$ cat src/rtl/gpa_map.vh
// Register map and constants for the eight-bit port A block
// Contract
// - Reset or hardware standby leaves all pins input, except pin 7 address in modes 3,4,6; in hardware standby the code drives pin 7 low as output.
// - Direction bit 1 makes the pin output, 0 makes it input.
// - Modes 3,4,6 hold direction bit 7 at 1 and drive pin 7 as address.
// - Direction register is write-only; reads return all ones.
// - Modes 1,2,5,7 initialise direction to zero on reset and hardware standby.
// - Modes 3,4,6 initialise direction to only bit 7 set.
// - Software standby keeps direction; output pins keep driving their state.
// - Data register is an 8-bit read/write latch for pins 7 to 0.
// - Reading the port returns latched data for output-direction bits.
// - Reading the port returns live pin level for input-direction bits.
// - Data register clears on reset and hardware standby, kept in software standby.
// - Pins not claimed by other functions act as plain general-purpose I/O.
// - Direction register at 3FF44 (index FFD1), data register at 3FF4C (index FFD3), low 18 address bits.
`ifndef GPA_MAP_VH
`define GPA_MAP_VH
`define GPA_DIR_IDX 16'hFFD1
`define GPA_DAT_IDX 16'hFFD3
`define GPA_DIR_ADDR 18'h3FF44
`define GPA_DAT_ADDR 18'h3FF4C
`define GPA_ADDR_W 18
`define GPA_DIR_RST_LOW 8'h00
`define GPA_DIR_RST_ADDR 8'h80
`define GPA_DAT_RST 8'h00
`define GPA_DIR_READ 8'hFF
`define GPA_TOP_BIT 7
`define GPA_MODE_W 3
`endif

$ cat src/rtl/gpa_apb.v
// APB slave decode and access strobes for the port registers
`timescale 1ns/1ns
`default_nettype none
`include "gpa_map.vh"
module gpa_apb (
  input wire ref_clk,
  input wire rst_n,
  input wire psel,
  input wire penable,
  input wire pwrite,
  input wire [31:0] paddr,
  output wire acc_stb,
  output wire wr_dir,
  output wire wr_dat,
  output wire rd_dir,
  output wire rd_dat,
  output wire bad_addr
);
  wire [`GPA_ADDR_W-1:0] a_low;
  wire hit_dir;
  wire hit_dat;
  assign a_low = paddr[`GPA_ADDR_W-1:0];
  assign acc_stb = psel & penable;
  assign hit_dir = (a_low == `GPA_DIR_ADDR);
  assign hit_dat = (a_low == `GPA_DAT_ADDR);
  assign wr_dir = acc_stb & pwrite & hit_dir;
  assign wr_dat = acc_stb & pwrite & hit_dat;
  assign rd_dir = acc_stb & ~pwrite & hit_dir;
  assign rd_dat = acc_stb & ~pwrite & hit_dat;
  assign bad_addr = acc_stb & ~hit_dir & ~hit_dat;
endmodule // gpa_apb
`default_nettype wire

$ cat src/rtl/gpa_port.v
// Eight-bit general-purpose I/O port A with APB register access
//
// Implementation choice: register access over APB.
`timescale 1ns/1ns
`default_nettype none
`include "gpa_map.vh"
module gpa_port (
  input wire ref_clk,
  input wire rst_n,
  input wire psel,
  input wire penable,
  input wire pwrite,
  input wire [31:0] paddr,
  input wire [31:0] pwdata,
  output reg [31:0] prdata,
  output reg pready,
  output reg pslverr,
  input wire [2:0] mode_sel,
  input wire hw_standby,
  input wire sw_standby,
  input wire address_bit_twenty_output,
  input wire [7:0] pin_in,
  output reg [7:0] pin_out,
  output reg [7:0] pin_oe
);
  reg [7:0] port_direction_ff;
  reg [7:0] port_output_latch_ff;
  reg [7:0] nxt_port_direction;
  reg [7:0] nxt_port_output_latch;
  reg [7:0] nxt_pin_out;
  reg [7:0] nxt_pin_oe;
  reg [31:0] nxt_prdata;
  reg [2:0] mode_ff;
  reg hold_ff;
  wire [7:0] pin_level;
  wire acc_stb;
  wire wr_dir;
  wire wr_dat;
  wire rd_dir;
  wire rd_dat;
  wire bad_addr;
  wire addr_mode;
  wire [7:0] dir_init;
  wire [7:0] port_view;

  // Modes in which the top pin carries address bit twenty
  function is_addr_mode;
    input [2:0] m;
    begin
      is_addr_mode = (m == 3'h3) || (m == 3'h4) || (m == 3'h6);
    end
  endfunction

  gpa_sync u_sync (
    .ref_clk(ref_clk),
    .rst_n(rst_n),
    .pin_in(pin_in),
    .level_ff(pin_level)
  );

  gpa_apb u_apb (
    .ref_clk(ref_clk),
    .rst_n(rst_n),
    .psel(psel),
    .penable(penable),
    .pwrite(pwrite),
    .paddr(paddr),
    .acc_stb(acc_stb),
    .wr_dir(wr_dir),
    .wr_dat(wr_dat),
    .rd_dir(rd_dir),
    .rd_dat(rd_dat),
    .bad_addr(bad_addr)
  );

  // Mode strap captured after reset release and in hardware standby
  always @(posedge ref_clk or negedge rst_n) begin
    if (!rst_n) begin
      mode_ff <= 3'h0;
      hold_ff <= 1'b1;
    end else if (hold_ff || hw_standby) begin
      mode_ff <= mode_sel;
      hold_ff <= 1'b0;
    end
  end

  assign addr_mode = is_addr_mode(mode_ff);
  assign dir_init = is_addr_mode(mode_sel) ? `GPA_DIR_RST_ADDR : `GPA_DIR_RST_LOW;
  assign port_view = (port_direction_ff & port_output_latch_ff) | (~port_direction_ff & pin_level);

  always @* begin
    nxt_port_direction = port_direction_ff;
    nxt_port_output_latch = port_output_latch_ff;
    if (hw_standby || hold_ff) begin
      nxt_port_direction = dir_init;
      nxt_port_output_latch = `GPA_DAT_RST;
    end else begin
      // Software standby: no change unless the bus writes
      // Writes land only at the edge that completes the access
      if (wr_dir && pready) begin
        nxt_port_direction = pwdata[7:0];
      end
      if (wr_dat && pready) begin
        nxt_port_output_latch = pwdata[7:0];
      end
      if (addr_mode) begin
        nxt_port_direction[`GPA_TOP_BIT] = 1'b1;
      end
    end
  end

  always @* begin
    nxt_prdata = 32'h0000_0000;
    if (rd_dir) begin
      nxt_prdata = {24'h000000, `GPA_DIR_READ};
    end else if (rd_dat) begin
      nxt_prdata = {24'h000000, port_view};
    end
  end

  // Pin drive: direction is enable, latch is value; top pin to address
  always @* begin
    nxt_pin_oe = nxt_port_direction;
    nxt_pin_out = nxt_port_output_latch;
    if (addr_mode && !(hw_standby || hold_ff)) begin
      nxt_pin_oe[`GPA_TOP_BIT] = 1'b1;
      nxt_pin_out[`GPA_TOP_BIT] = address_bit_twenty_output;
    end
  end

  always @(posedge ref_clk or negedge rst_n) begin
    if (!rst_n) begin
      port_direction_ff <= `GPA_DIR_RST_LOW;
      port_output_latch_ff <= `GPA_DAT_RST;
      pin_out <= 8'h00;
      pin_oe <= 8'h00;
    end else begin
      port_direction_ff <= nxt_port_direction;
      port_output_latch_ff <= nxt_port_output_latch;
      pin_out <= nxt_pin_out;
      pin_oe <= nxt_pin_oe;
    end
  end

  // One wait state: answer one cycle after the access phase starts
  always @(posedge ref_clk or negedge rst_n) begin
    if (!rst_n) begin
      pready <= 1'b0;
      pslverr <= 1'b0;
      prdata <= 32'h0000_0000;
    end else if (acc_stb && !pready) begin
      pready <= 1'b1;
      pslverr <= bad_addr;
      prdata <= nxt_prdata;
    end else begin
      pready <= 1'b0;
      pslverr <= 1'b0;
      prdata <= 32'h0000_0000;
    end
  end
endmodule // gpa_port
`default_nettype wire

$ cat src/rtl/gpa_sync.v
// Three-stage pin synchroniser for the port inputs
`timescale 1ns/1ns
`default_nettype none
module gpa_sync (
  input wire ref_clk,
  input wire rst_n,
  input wire [7:0] pin_in,
  output reg [7:0] level_ff
);
  reg [7:0] s1_ff;
  reg [7:0] s2_ff;
  reg [7:0] s3_ff;
  genvar g;
  generate
    for (g = 0; g < 8; g = g + 1) begin : g_bit
      always @(posedge ref_clk or negedge rst_n) begin
        if (!rst_n) begin
          s1_ff[g] <= 1'b0;
          s2_ff[g] <= 1'b0;
          s3_ff[g] <= 1'b0;
          level_ff[g] <= 1'b0;
        end else begin
          s1_ff[g] <= pin_in[g];
          s2_ff[g] <= s1_ff[g];
          s3_ff[g] <= s2_ff[g];
          // Change accepted once stages two and three agree
          if (s2_ff[g] == s3_ff[g]) begin
            level_ff[g] <= s3_ff[g];
          end
        end
      end
    end
  endgenerate
endmodule // gpa_sync
`default_nettype wire

$ cat config.mk
export PLATFORM = sky130hd
export DESIGN_NAME = gpa_port
export DESIGN_NICKNAME = d
export VERILOG_FILES = /design/src/rtl/gpa_apb.v /design/src/rtl/gpa_port.v /design/src/rtl/gpa_sync.v
export VERILOG_INCLUDE_DIRS = /design/src /design/src/rtl
export SDC_FILE = /design/constraint.sdc
export NUM_CORES = 1
export LEC_CHECK = 0
export BUFFER_PORTS_ARGS = -buffer_cell sky130_fd_sc_hd__buf_2
export CAP_MARGIN = 10
export CORE_MARGIN = 2
export CORE_UTILIZATION = 45
export CTS_CLUSTER_SIZE = 24
export DETAILED_ROUTE_END_ITERATION = 6
export PLACE_DENSITY = 0.82
export SLEW_MARGIN = 20
export SYNTH_ARGS = -nofsm -noshare
export SYNTH_HDL_FRONTEND = slang
export SYNTH_SLANG_ARGS = --single-unit
export TNS_END_PERCENT = 10
$ cat constraint.sdc
create_clock -name ref_clk -period 1.8 [get_ports ref_clk]
set_clock_uncertainty 0.2 [all_clocks]
set_input_delay 0.09 -clock ref_clk [delete_from_list [all_inputs] [get_ports ref_clk]]
set_output_delay 0.09 -clock ref_clk [all_outputs]
set_load 0.005 [all_outputs]
# Word-level counts from Yosys, hierarchy flattened
# Index checks and enable logic that the tools add are counted.
[totals] ff_bits=102 latchBits=0 mem_bits_rw=0 romBits=0 input_bits=83 out_inout_bits=50 wordCells=97 n_memories=0
[op_classes] add_sub_neg=0 mul=0 n_div=0 magnitude_cmp=0 eq_ne=16 shift=0 n_mux=13 bitwise=16 reduce_logical=11
[ops] op="2-to-1 mux 8 bit" n=8
[ops] op="equality test 18 bit (second input constant)" n=2
[ops] op="AND 8 bit" n=2
[ops] op="equality test 3 bit (second input constant)" n=4
[ops] op="AND 1 bit" n=9
[ops] op="equality test 1 bit" n=8
[ops] op="NOT 8 bit" n=1
[ops] op="OR 8 bit" n=1
[ops] op="equality test 3 x 2 -> 1 bit (second input constant)" n=2
[ops] op="logical OR 1 bit" n=5
[ops] op="2-to-1 mux 1 bit" n=5
[ops] op="logical AND 1 bit" n=4
[ops] op="NOT 1 bit" n=3
[ops] op="logical NOT 1 bit" n=2

# Depth between registers and ports, before layout
# Gate-level depths: netlist of run 1.
[logic_depth] word_depth=8 depth_mapped=6 mapped_depth_nobuf=4

# By module
# From an unflattened synthesis of run 1, not the netlist that was laid out.
[hier_totals] cells_unflattened=233 area_unflattened_um2=2682.6
[by_module_without_submodules] module="gpa_port" n_inst=1 cells_each=174 area_per_inst_um2=1682.9 seq_area_each_um2=802.0
[by_module_without_submodules] module="gpa_sync" n_inst=1 cells_each=40 area_per_inst_um2=890.9 seq_area_each_um2=800.8
[by_module_without_submodules] module="gpa_apb" n_inst=1 cells_each=19 area_per_inst_um2=108.9 seq_area_each_um2=0.0

# Worst setup path after synthesis of run 1
# Ideal clock, no wire load.
[synth_timing] path_kind="register -> register" from="register pready" to="register port_direction_ff[0]" setup_time_ns=0.134 arrival_ns=1.099 required_time_ns=1.466 path_slack_ns=0.367 stages_incl_launch_ff=7 n_path_buf=2 synth_period_minus_slack_ns=1.433 cell_sequence="dfrtp_1 -> and4_1 -> and3_1 -> buf_6 -> buf_12 -> nand4_1 -> a21oi_1"
[synth_via] elab_chain_len=3
[synth_lines] item="start, declared" line_no="gpa_port.v:16" rtl="output reg pready,"
[synth_lines] item="start signal, assigned" line_no="gpa_port.v:148" rtl="pready <= 1'b0;"
[synth_lines] item="start signal, assigned" line_no="gpa_port.v:152" rtl="pready <= 1'b1;"
[synth_lines] item="start signal, assigned" line_no="gpa_port.v:156" rtl="pready <= 1'b0;"
[synth_lines] item="logical AND 1 bit" line_no="gpa_port.v:100" rtl="if (wr_dir && pready) begin"
[synth_lines] item="2-to-1 mux 8 bit" line_no="gpa_port.v:100"
[synth_lines] item="2-to-1 mux 8 bit" line_no="gpa_port.v:94" rtl="if (hw_standby || hold_ff) begin"
[synth_lines] item="end signal, assigned" line_no="gpa_port.v:133" rtl="port_direction_ff <= `GPA_DIR_RST_LOW;"
[synth_lines] item="end signal, assigned" line_no="gpa_port.v:138" rtl="port_direction_ff <= nxt_port_direction;"
[synth_lines] item="end, declared" line_no="gpa_port.v:26" rtl="reg [7:0] port_direction_ff;"
# No other way between the ends.
# A chain may end at the register's enable or synchronous reset.

# Worst setup path in the final report of run 1
[layout_timing] from="input pwrite" to="register port_output_latch_ff[1]"
[layout_via] elab_chain_len=5
[layout_lines] item="start, declared" line_no="gpa_port.v:12" rtl="input wire pwrite,"
[layout_lines] item="AND 1 bit (2 in a row)" line_no="gpa_apb.v:27" rtl="assign wr_dat = acc_stb & pwrite & hit_dat;"
[layout_lines] item="logical AND 1 bit" line_no="gpa_port.v:103" rtl="if (wr_dat && pready) begin"
[layout_lines] item="2-to-1 mux 8 bit" line_no="gpa_port.v:103"
[layout_lines] item="2-to-1 mux 8 bit" line_no="gpa_port.v:94"
[layout_lines] item="end signal, assigned" line_no="gpa_port.v:134" rtl="port_output_latch_ff <= `GPA_DAT_RST;"
[layout_lines] item="end signal, assigned" line_no="gpa_port.v:139" rtl="port_output_latch_ff <= nxt_port_output_latch;"
[layout_lines] item="end, declared" line_no="gpa_port.v:27" rtl="reg [7:0] port_output_latch_ff;"
# No other way between the ends.

==> results of run 1 <==
per-stage QoR:
stage / util (%) / instance area [µm²]
after floorplan: - / 2760
after global placement: 49.7 / 2890
after detailed placement: 49.7 / 2890
after CTS: 57.6 / 3350
after global routing: 57.6 / 3350
final: 57.6 / 3350
synth_stat cells, drive strengths merged (2+ instances only):
master / instances / share of area, %
a21oi: 24 / 4.5
a31oi: 4 / 0.94
and4: 4 / 1.3
buf: 45 / 14
dfrtp: 63 / 59
inv: 2 / 0.28
maj3: 8 / 3.0
mux2: 4 / 1.7
mux2i: 8 / 3.0
nand4: 19 / 4.5
nor2: 3 / 0.42
o21ai: 17 / 3.2
registers in the layout, indices dropped and copies added (netlist names):
register / count
pslverr: 1
u_sync.s1_ff: 8
prdata: 8
port_direction_ff: 8
pready: 1
pin_oe: 1
pin_out: 1
port_output_latch_ff: 8
mode_ff: 3
u_sync.s2_ff: 8
u_sync.level_ff: 8
hold_ff: 1
u_sync.s3_ff: 8
power groups by stage:
| stage | registers, mW | clock network [mW] | logic [mW] |
|---|---|---|---|
| 3_3_place_gp | 1.55 | 0 | 0.179 |
| 4_1_cts | 1.53 | 1.24 | 0.229 |
| 2_1_floorplan | 1.55 | 0 | 0.122 |
| 5_1_grt | 1.53 | 1.30 | 0.257 |
| 3_5_place_dp | 1.56 | 0 | 0.186 |
| 6_report | 1.53 | 1.20 | 0.227 |
placed cells by master (no fill, tap or decap), drive strengths merged:
cell	n
nand4	19
nand3	1
dfstp	1
clkbuf	13
dlygate4sd3	26
o21ai	17
mux2i	8
clkinv	3
dfrtp	63
and3	1
nand3b	1
nor2	3
buf	78
inv	2
nand2	1
o21bai	1
a31oi	4
and2	1
bufinv	1
mux2	4
or2	1
and4	4
and4b	1
nor2b	1
a21oi	24
maj3	8
conb	25
logic make-up after synthesis:
family / count (synthesis)
other: 1
muxes: 12
DFF: 64
adders and majority gates: 8
buffers and inverters: 50
AOI/OAI and AO/OA: 46
and+or+nand+nor: 34
critical path: cells and delay by family:
kind | cells | cell delay [ns]
simple gates | 3 | 0.62
compound gates | 1 | 0.18
buf+inv | 3 | 0.83
cell type report:
class,instances,area (µm²)
fill,516,2460
timing repair buffer,104,686
inverter,3,11.3
sequential,64,1600
multi-input combinational,125,759
tap,75,93.8
clock inverter,3,40.0
clock buffer,13,159
per-layer routing:
metal	global-route usage, %	routed length (µm)
met1	21.0	2160
met3	6.33	428
met5	0	0
met2	30.1	2660
met4	5.08	61
worst max path at each step:
stage / from / end / slack, ns / cells past startpoint
after detailed placement: pready$_DFF_PN0_ / port_output_latch_ff[1]$_DFFE_PN0P_ / 0.19 / 5
after global routing: pwrite / port_output_latch_ff[1]$_DFFE_PN0P_ / 0.02 / 7
after floorplan: pready$_DFF_PN0_ / port_direction_ff[0]$_DFFE_PN0P_ / 0.37 / 6
after CTS: pwrite / port_output_latch_ff[1]$_DFFE_PN0P_ / 0.13 / 7
final: pwrite / port_output_latch_ff[1]$_DFFE_PN0P_ / 0.11 / 7
after global placement: pready$_DFF_PN0_ / port_output_latch_ff[4]$_DFFE_PN0P_ / 0.22 / 5
==> results.json, run 1 <==
{
  "timing.rr.start": "pready$_DFF_PN0_",
  "cts_resized": 0,
  "die_h_um": 81.0,
  "ant_nets": 0,
  "p_leak_nw": 1.61,
  "crit_path_start_kind": "primary input",
  "post_cts_buffers": 0,
  "critPathKind": "primary input to flop",
  "ys_seq_elements": 64,
  "fin_nets": 390,
  "synth_cell_type_count": 28,
  "setup_tns_ns": 0,
  "clkPwrFrac_pct": 40.6,
  "area_growth_pct": 25.5,
  "cp_cell_sequence": "dlygate4sd3_1 > buf_2 > and4_1 > and3_1 > buf_4 > nand4_1 > a21oi_1",
  "hold_viol": 0,
  "grt_setup_unrepaired": "no",
  "drt-pass1-iter-count": 4,
  "cap_violations": 0,
  "post-route-period-util_pct": 93.8,
  "core_area_mm2": 0.00582,
  "grt_pass1_vias": 1759,
  "critPathSlowestCell": "dlygate4sd3_1",
  "vias": 1888,
  "io_buffers": 69,
  "cp_max_fo": 12,
  "viasPerCell": 4.88,
  "status": "complete, no violations",
  "synthMuxAreaShare_pct": 4.69,
  "numCtsBuffers": 9,
  "finalWeightedCongestion": 0.795,
  "finalWirelength_um": 5310,
  "hold_buffers": 26,
  "grt_start_max_net_pins": 31,
  "grtUsageTotal_pct": 17.6,
  "synth_adder_area_share_pct": 3.00,
  "drt_iter0_drc": 99,
  "worstSkewPairLatency_ns": 0.33,
  "reg2reg_depth": 5,
  "p_switching_uw": 627,
  "htreeDepth": 3,
  "synth_ff_type": "dfrtp_1",
  "synthCells": 215,
  "slowest_delay_ns": 0.51,
  "seqPwrFrac_pct": 51.7,
  "place_inst": 345,
  "cp.required_ns": 1.85,
  "crit_path_end_kind": "flop",
  "gr-total-overflow": 0,
  "worstMarginPinSlew_ns": 0.505,
  "rrSetupSlack_ns": 0.15,
  "relSlewSlack_pct": 66.3,
  "synth_area_mm2": 0.00267,
  "async_flop_share_pct": 100,
  "ir_worst_vdd_v": 0.000634,
  "synth-warning-count": 0,
  "synth_top_family_by_area": "buffers and inverters",
  "synth_compound_area_share_pct": 8.90,
  "synth_edf_count": 0,
  "r2r-end": "port_output_latch_ff[1]$_DFFE_PN0P_",
  "antennaDiodeCount": 0,
  "ios": 133,
  "power_frac_comb_pct": 7.7,
  "p_per_area_mw_per_mm2": 882,
  "period_needed_ns": 1.69,
  "clockBufferDepth": 2,
  "fmax_mhz": 592,
  "slew_viol_final": 0,
  "antenna_found_initial": 0,
  "die_area_mm2": 0.00657,
  "clock-sinks": 64,
  "layout.cells.non_filler": 387,
  "p_total_mw": 2.96,
  "wl_per_cell_um": 13.7,
  "cts_tree": "built",
  "grt_pass1_wl_um": 8480,
  "min_path_type": "primary input to asynchronous set/reset pin",
  "fin_hold_ws_ns": 0.0618,
  "die_w_um": 81.0,
  "setup_viol": 0,
  "critical_path_arrival_ns": 1.74,
  "p_int_mw": 2.33,
  "switching_share_pct": 21.2,
  "synth_xor_area_share_pct": 0,
  "synth_simple_gate_area_share_pct": 8.34,
  "place_hpwl_um": 3840,
  "dp_worst_setup_slack_ns": 0.185,
  "start_util_pct": 45.9,
  "ys_seq_area_share_pct": 60.0,
  "layout-drive-gt1-share_pct": 32.1,
  "ctsRootBufferMaster": "clkbuf_8",
  "postSynthAreaPerCell_um2": 12.4,
  "clk_pin_slew_ns": 0.07,
  "layout_setup_ws_ns": 0.111,
  "drc": 0,
  "rows": 28
}
Power figures use the tool's default switching activity.
==> run 2, diff against run 1 <==
ABC_AREA = 1   (was default)
CORE_UTILIZATION = 46   (was 45)
PLACE_DENSITY = 0.83   (was 0.82)
==> results.json, run 2 <==
{
  "status": "complete, no violations",
  "synth_xor_area_share_pct": 0,
  "numCtsBuffers": 9,
  "die_h_um": 81.2,
  "htreeDepth": 3,
  "vias": 2016,
  "rrSetupSlack_ns": 0.25,
  "synthMuxAreaShare_pct": 0,
  "final_common_cell": "buf_2",
  "synth_top_family_by_area": "simple AND/OR/NAND/NOR gates",
  "hold_viol": 0,
  "die_area_mm2": 0.00660,
  "reg2reg_depth": 7,
  "timing.rr.start": "pready$_DFF_PN0_",
  "dpl_cell_area_mm2": 0.00299,
  "ys_seq_area_share_pct": 58.4,
  "yosysMostFrequentCell": "dfrtp_1",
  "ctsRootBufferMaster": "clkbuf_8",
  "seqPwrFrac_pct": 48.8,
  "p_switching_uw": 673,
  "stdcell_area_mm2": 0.00348,
  "clockBufferDepth": 2,
  "io_buffers": 69,
  "fin_nets": 440,
  "fin_hold_ws_ns": 0.0190,
  "yosys-top-cells-count": "dfrtp_1, nand2_1, buf_4",
  "die_w_um": 81.2,
  "crit_path_start_kind": "primary input",
  "ant_nets": 0,
  "yosys.area.top_type": "dfrtp_1",
  "hold_path_startpoint": "paddr[3]",
  "layout-drive-gt1-share_pct": 27.7,
  "cp.required_ns": 1.86,
  "drt-pass1-iter-count": 4,
  "p_int_mw": 2.46,
  "synth-warning-count": 0,
  "p_total_mw": 3.13,
  "final-seq-area_mm2": 0.00160,
  "viasPerCell": 4.62,
  "worstSkewPairLatency_ns": 0.34,
  "power_frac_comb_pct": 8.0,
  "synth_ff_type": "dfrtp_1",
  "clkPwrFrac_pct": 43.2,
  "gr-total-overflow": 0,
  "ios": 133,
  "crit_path_end_kind": "flop",
  "final_cell_mix": "buf_2, dfrtp_1, nand2_1, dlygate4sd3_1",
  "grt_pass1_wl_um": 8580,
  "core_area_mm2": 0.00585,
  "place_inst": 395,
  "ys_top_cells_by_area": "dfrtp_1, buf_4, nand2_1, inv_1, maj3_1",
  "worstMarginPinSlew_ns": 0.555,
  "start_util_pct": 46.9,
  "post-route-period-util_pct": 93.7,
  "holdPathEnd": "port_direction_ff[0]$_DFFE_PN0P_",
  "synth_simple_gate_area_share_pct": 15.2,
  "grt_pass1_vias": 1922,
  "finalWirelength_um": 5480,
  "finalWeightedCongestion": 0.778,
  "setup_viol": 0,
  "grtUsageTotal_pct": 18.0,
  "postSynthAreaPerCell_um2": 10.3,
  "drc": 0,
  "grt_setup_unrepaired": "no",
  "cap_violations": 0,
  "netlist.area_leader.share_pct": 57.5,
  "dp_worst_setup_slack_ns": -0.108,
  "cp_cell_sequence": "dlygate4sd3_1 > buf_2 > nand2_1 > dlygate4sd3_1 > nor2_2 > inv_2 > nor2_1",
  "critPathSlowestCell": "dlygate4sd3_1",
  "cts_tree": "built",
  "layout_setup_ws_ns": 0.114,
  "setup_tns_ns": 0,
  "wl_per_cell_um": 12.6,
  "r2r-end": "port_direction_ff[2]$_DFFE_PN0P_",
  "clk_pin_slew_ns": 0.06,
  "critPathKind": "primary input to flop",
  "ys_seq_elements": 64,
  "num-fill-cells": 511,
  "ir_worst_vdd_v": 0.000538,
  "slowest_delay_ns": 0.57,
  "relSlewSlack_pct": 62.9,
  "p_leak_nw": 1.76,
  "synthCells": 267,
  "area_growth_pct": 26.8,
  "synth_compound_area_share_pct": 8.21,
  "drt_iter0_drc": 59,
  "hold-path-cell-count": 4,
  "critical_path_arrival_ns": 1.75,
  "switching_share_pct": 21.5,
  "place_hpwl_um": 3780,
  "synth_cell_type_count": 25,
  "multi_input_area_um2": 827,
  "post-route-util_pct": 59.5,
  "clock-sinks": 64,
  "antennaDiodeCount": 0,
  "grt_start_max_net_pins": 65,
  "synth_adder_area_share_pct": 2.92,
  "synth_area_mm2": 0.00274,
  "period_needed_ns": 1.69,
  "cpMostUsedCell": "dlygate4sd3_1",
  "cp_max_fo": 8,
  "antenna_found_initial": 0,
  "synth_edf_count": 0,
  "async_flop_share_pct": 100,
  "p_per_area_mw_per_mm2": 901,
  "layout.cells.non_filler": 436,
  "slew_viol_final": 0,
  "rows": 28,
  "min_path_type": "primary input to flop",
  "fmax_mhz": 593,
  "crit_path_start": "penable"
}
run 2: cell count changes in the layout (fill, tap and decap cells not counted), sizes merged, moves of 4 or more:
cell / delta
inv: +25
nand3: +12
nor2: +17
mux2: -4
o21ai: +10
buf: -7
mux2i: -8
and4: -4
a31oi: -4
o2111ai: +8
a21oi: -24
nand4: -15
nand2: +49
run 2: worst max path at each step:
stage	end	slack [ns]	cells past startpoint
final	prdata[7]$_DFF_PN0_	0.11	7
after floorplan	port_output_latch_ff[4]$_DFFE_PN0P_	0.44	6
after global placement	port_output_latch_ff[1]$_DFFE_PN0P_	-0.04	4
after CTS	prdata[7]$_DFF_PN0_	0.03	7
after detailed placement	port_output_latch_ff[1]$_DFFE_PN0P_	-0.11	4
after global routing	prdata[7]$_DFF_PN0_	0.03	7
run 2: logic make-up after synthesis:
logic type | Yosys count
and+or+nand+nor | 89
AOI/OAI and AO/OA | 36
adders and majority gates | 8
DFF | 64
other | 1
buffers and inverters | 69
run 2: cell type report:
class	count	area share (%)
Clock buffer	12	4.46
Clock inverter	3	1.87
Inverter	27	2.91
Multi-Input combinational cell	158	23.8
Sequential cell	64	46.1
Tap cell	75	2.70
Timing Repair Buffer	97	18.2
run 2: timing repair:
item / 4_1_cts / 5_1_grt
buffers inserted: 0 / 0
gates resized for setup: 1 / 3
hold endpoints to repair: 103 / 0
hold buffers: 26 / 0
setup endpoints to repair: 9 / 9
pin swaps: 0 / 0
cloned: 0 / 0
run 2: worst max-delay path, delay by kind of cell:
family                 cells  cell delay (ns)
and+or+nand+nor            3             0.34
buffers and inverters      4             1.30
run 2: power groups by stage:
stage / clock [mW] / combinational, mW / sequential, mW
after global routing: 1.45 / 0.284 / 1.54
final: 1.35 / 0.251 / 1.53
after floorplan: 0 / 0.135 / 1.55
after global placement: 0 / 0.199 / 1.55
after detailed placement: 0 / 0.207 / 1.56
after CTS: 1.38 / 0.252 / 1.53
run 2: metal layers:
| metal | up-vias | global-route usage [%] | share of wire, % |
|---|---|---|---|
| li1 | 982 | - | - |
| met1 | 930 | 20.0 | 40 |
| met2 | 88 | 30.9 | 50 |
| met3 | 16 | 5.11 | 7.2 |
| met4 | 0 | 10.0 | 2.6 |
| met5 | - | 0 | 0 |
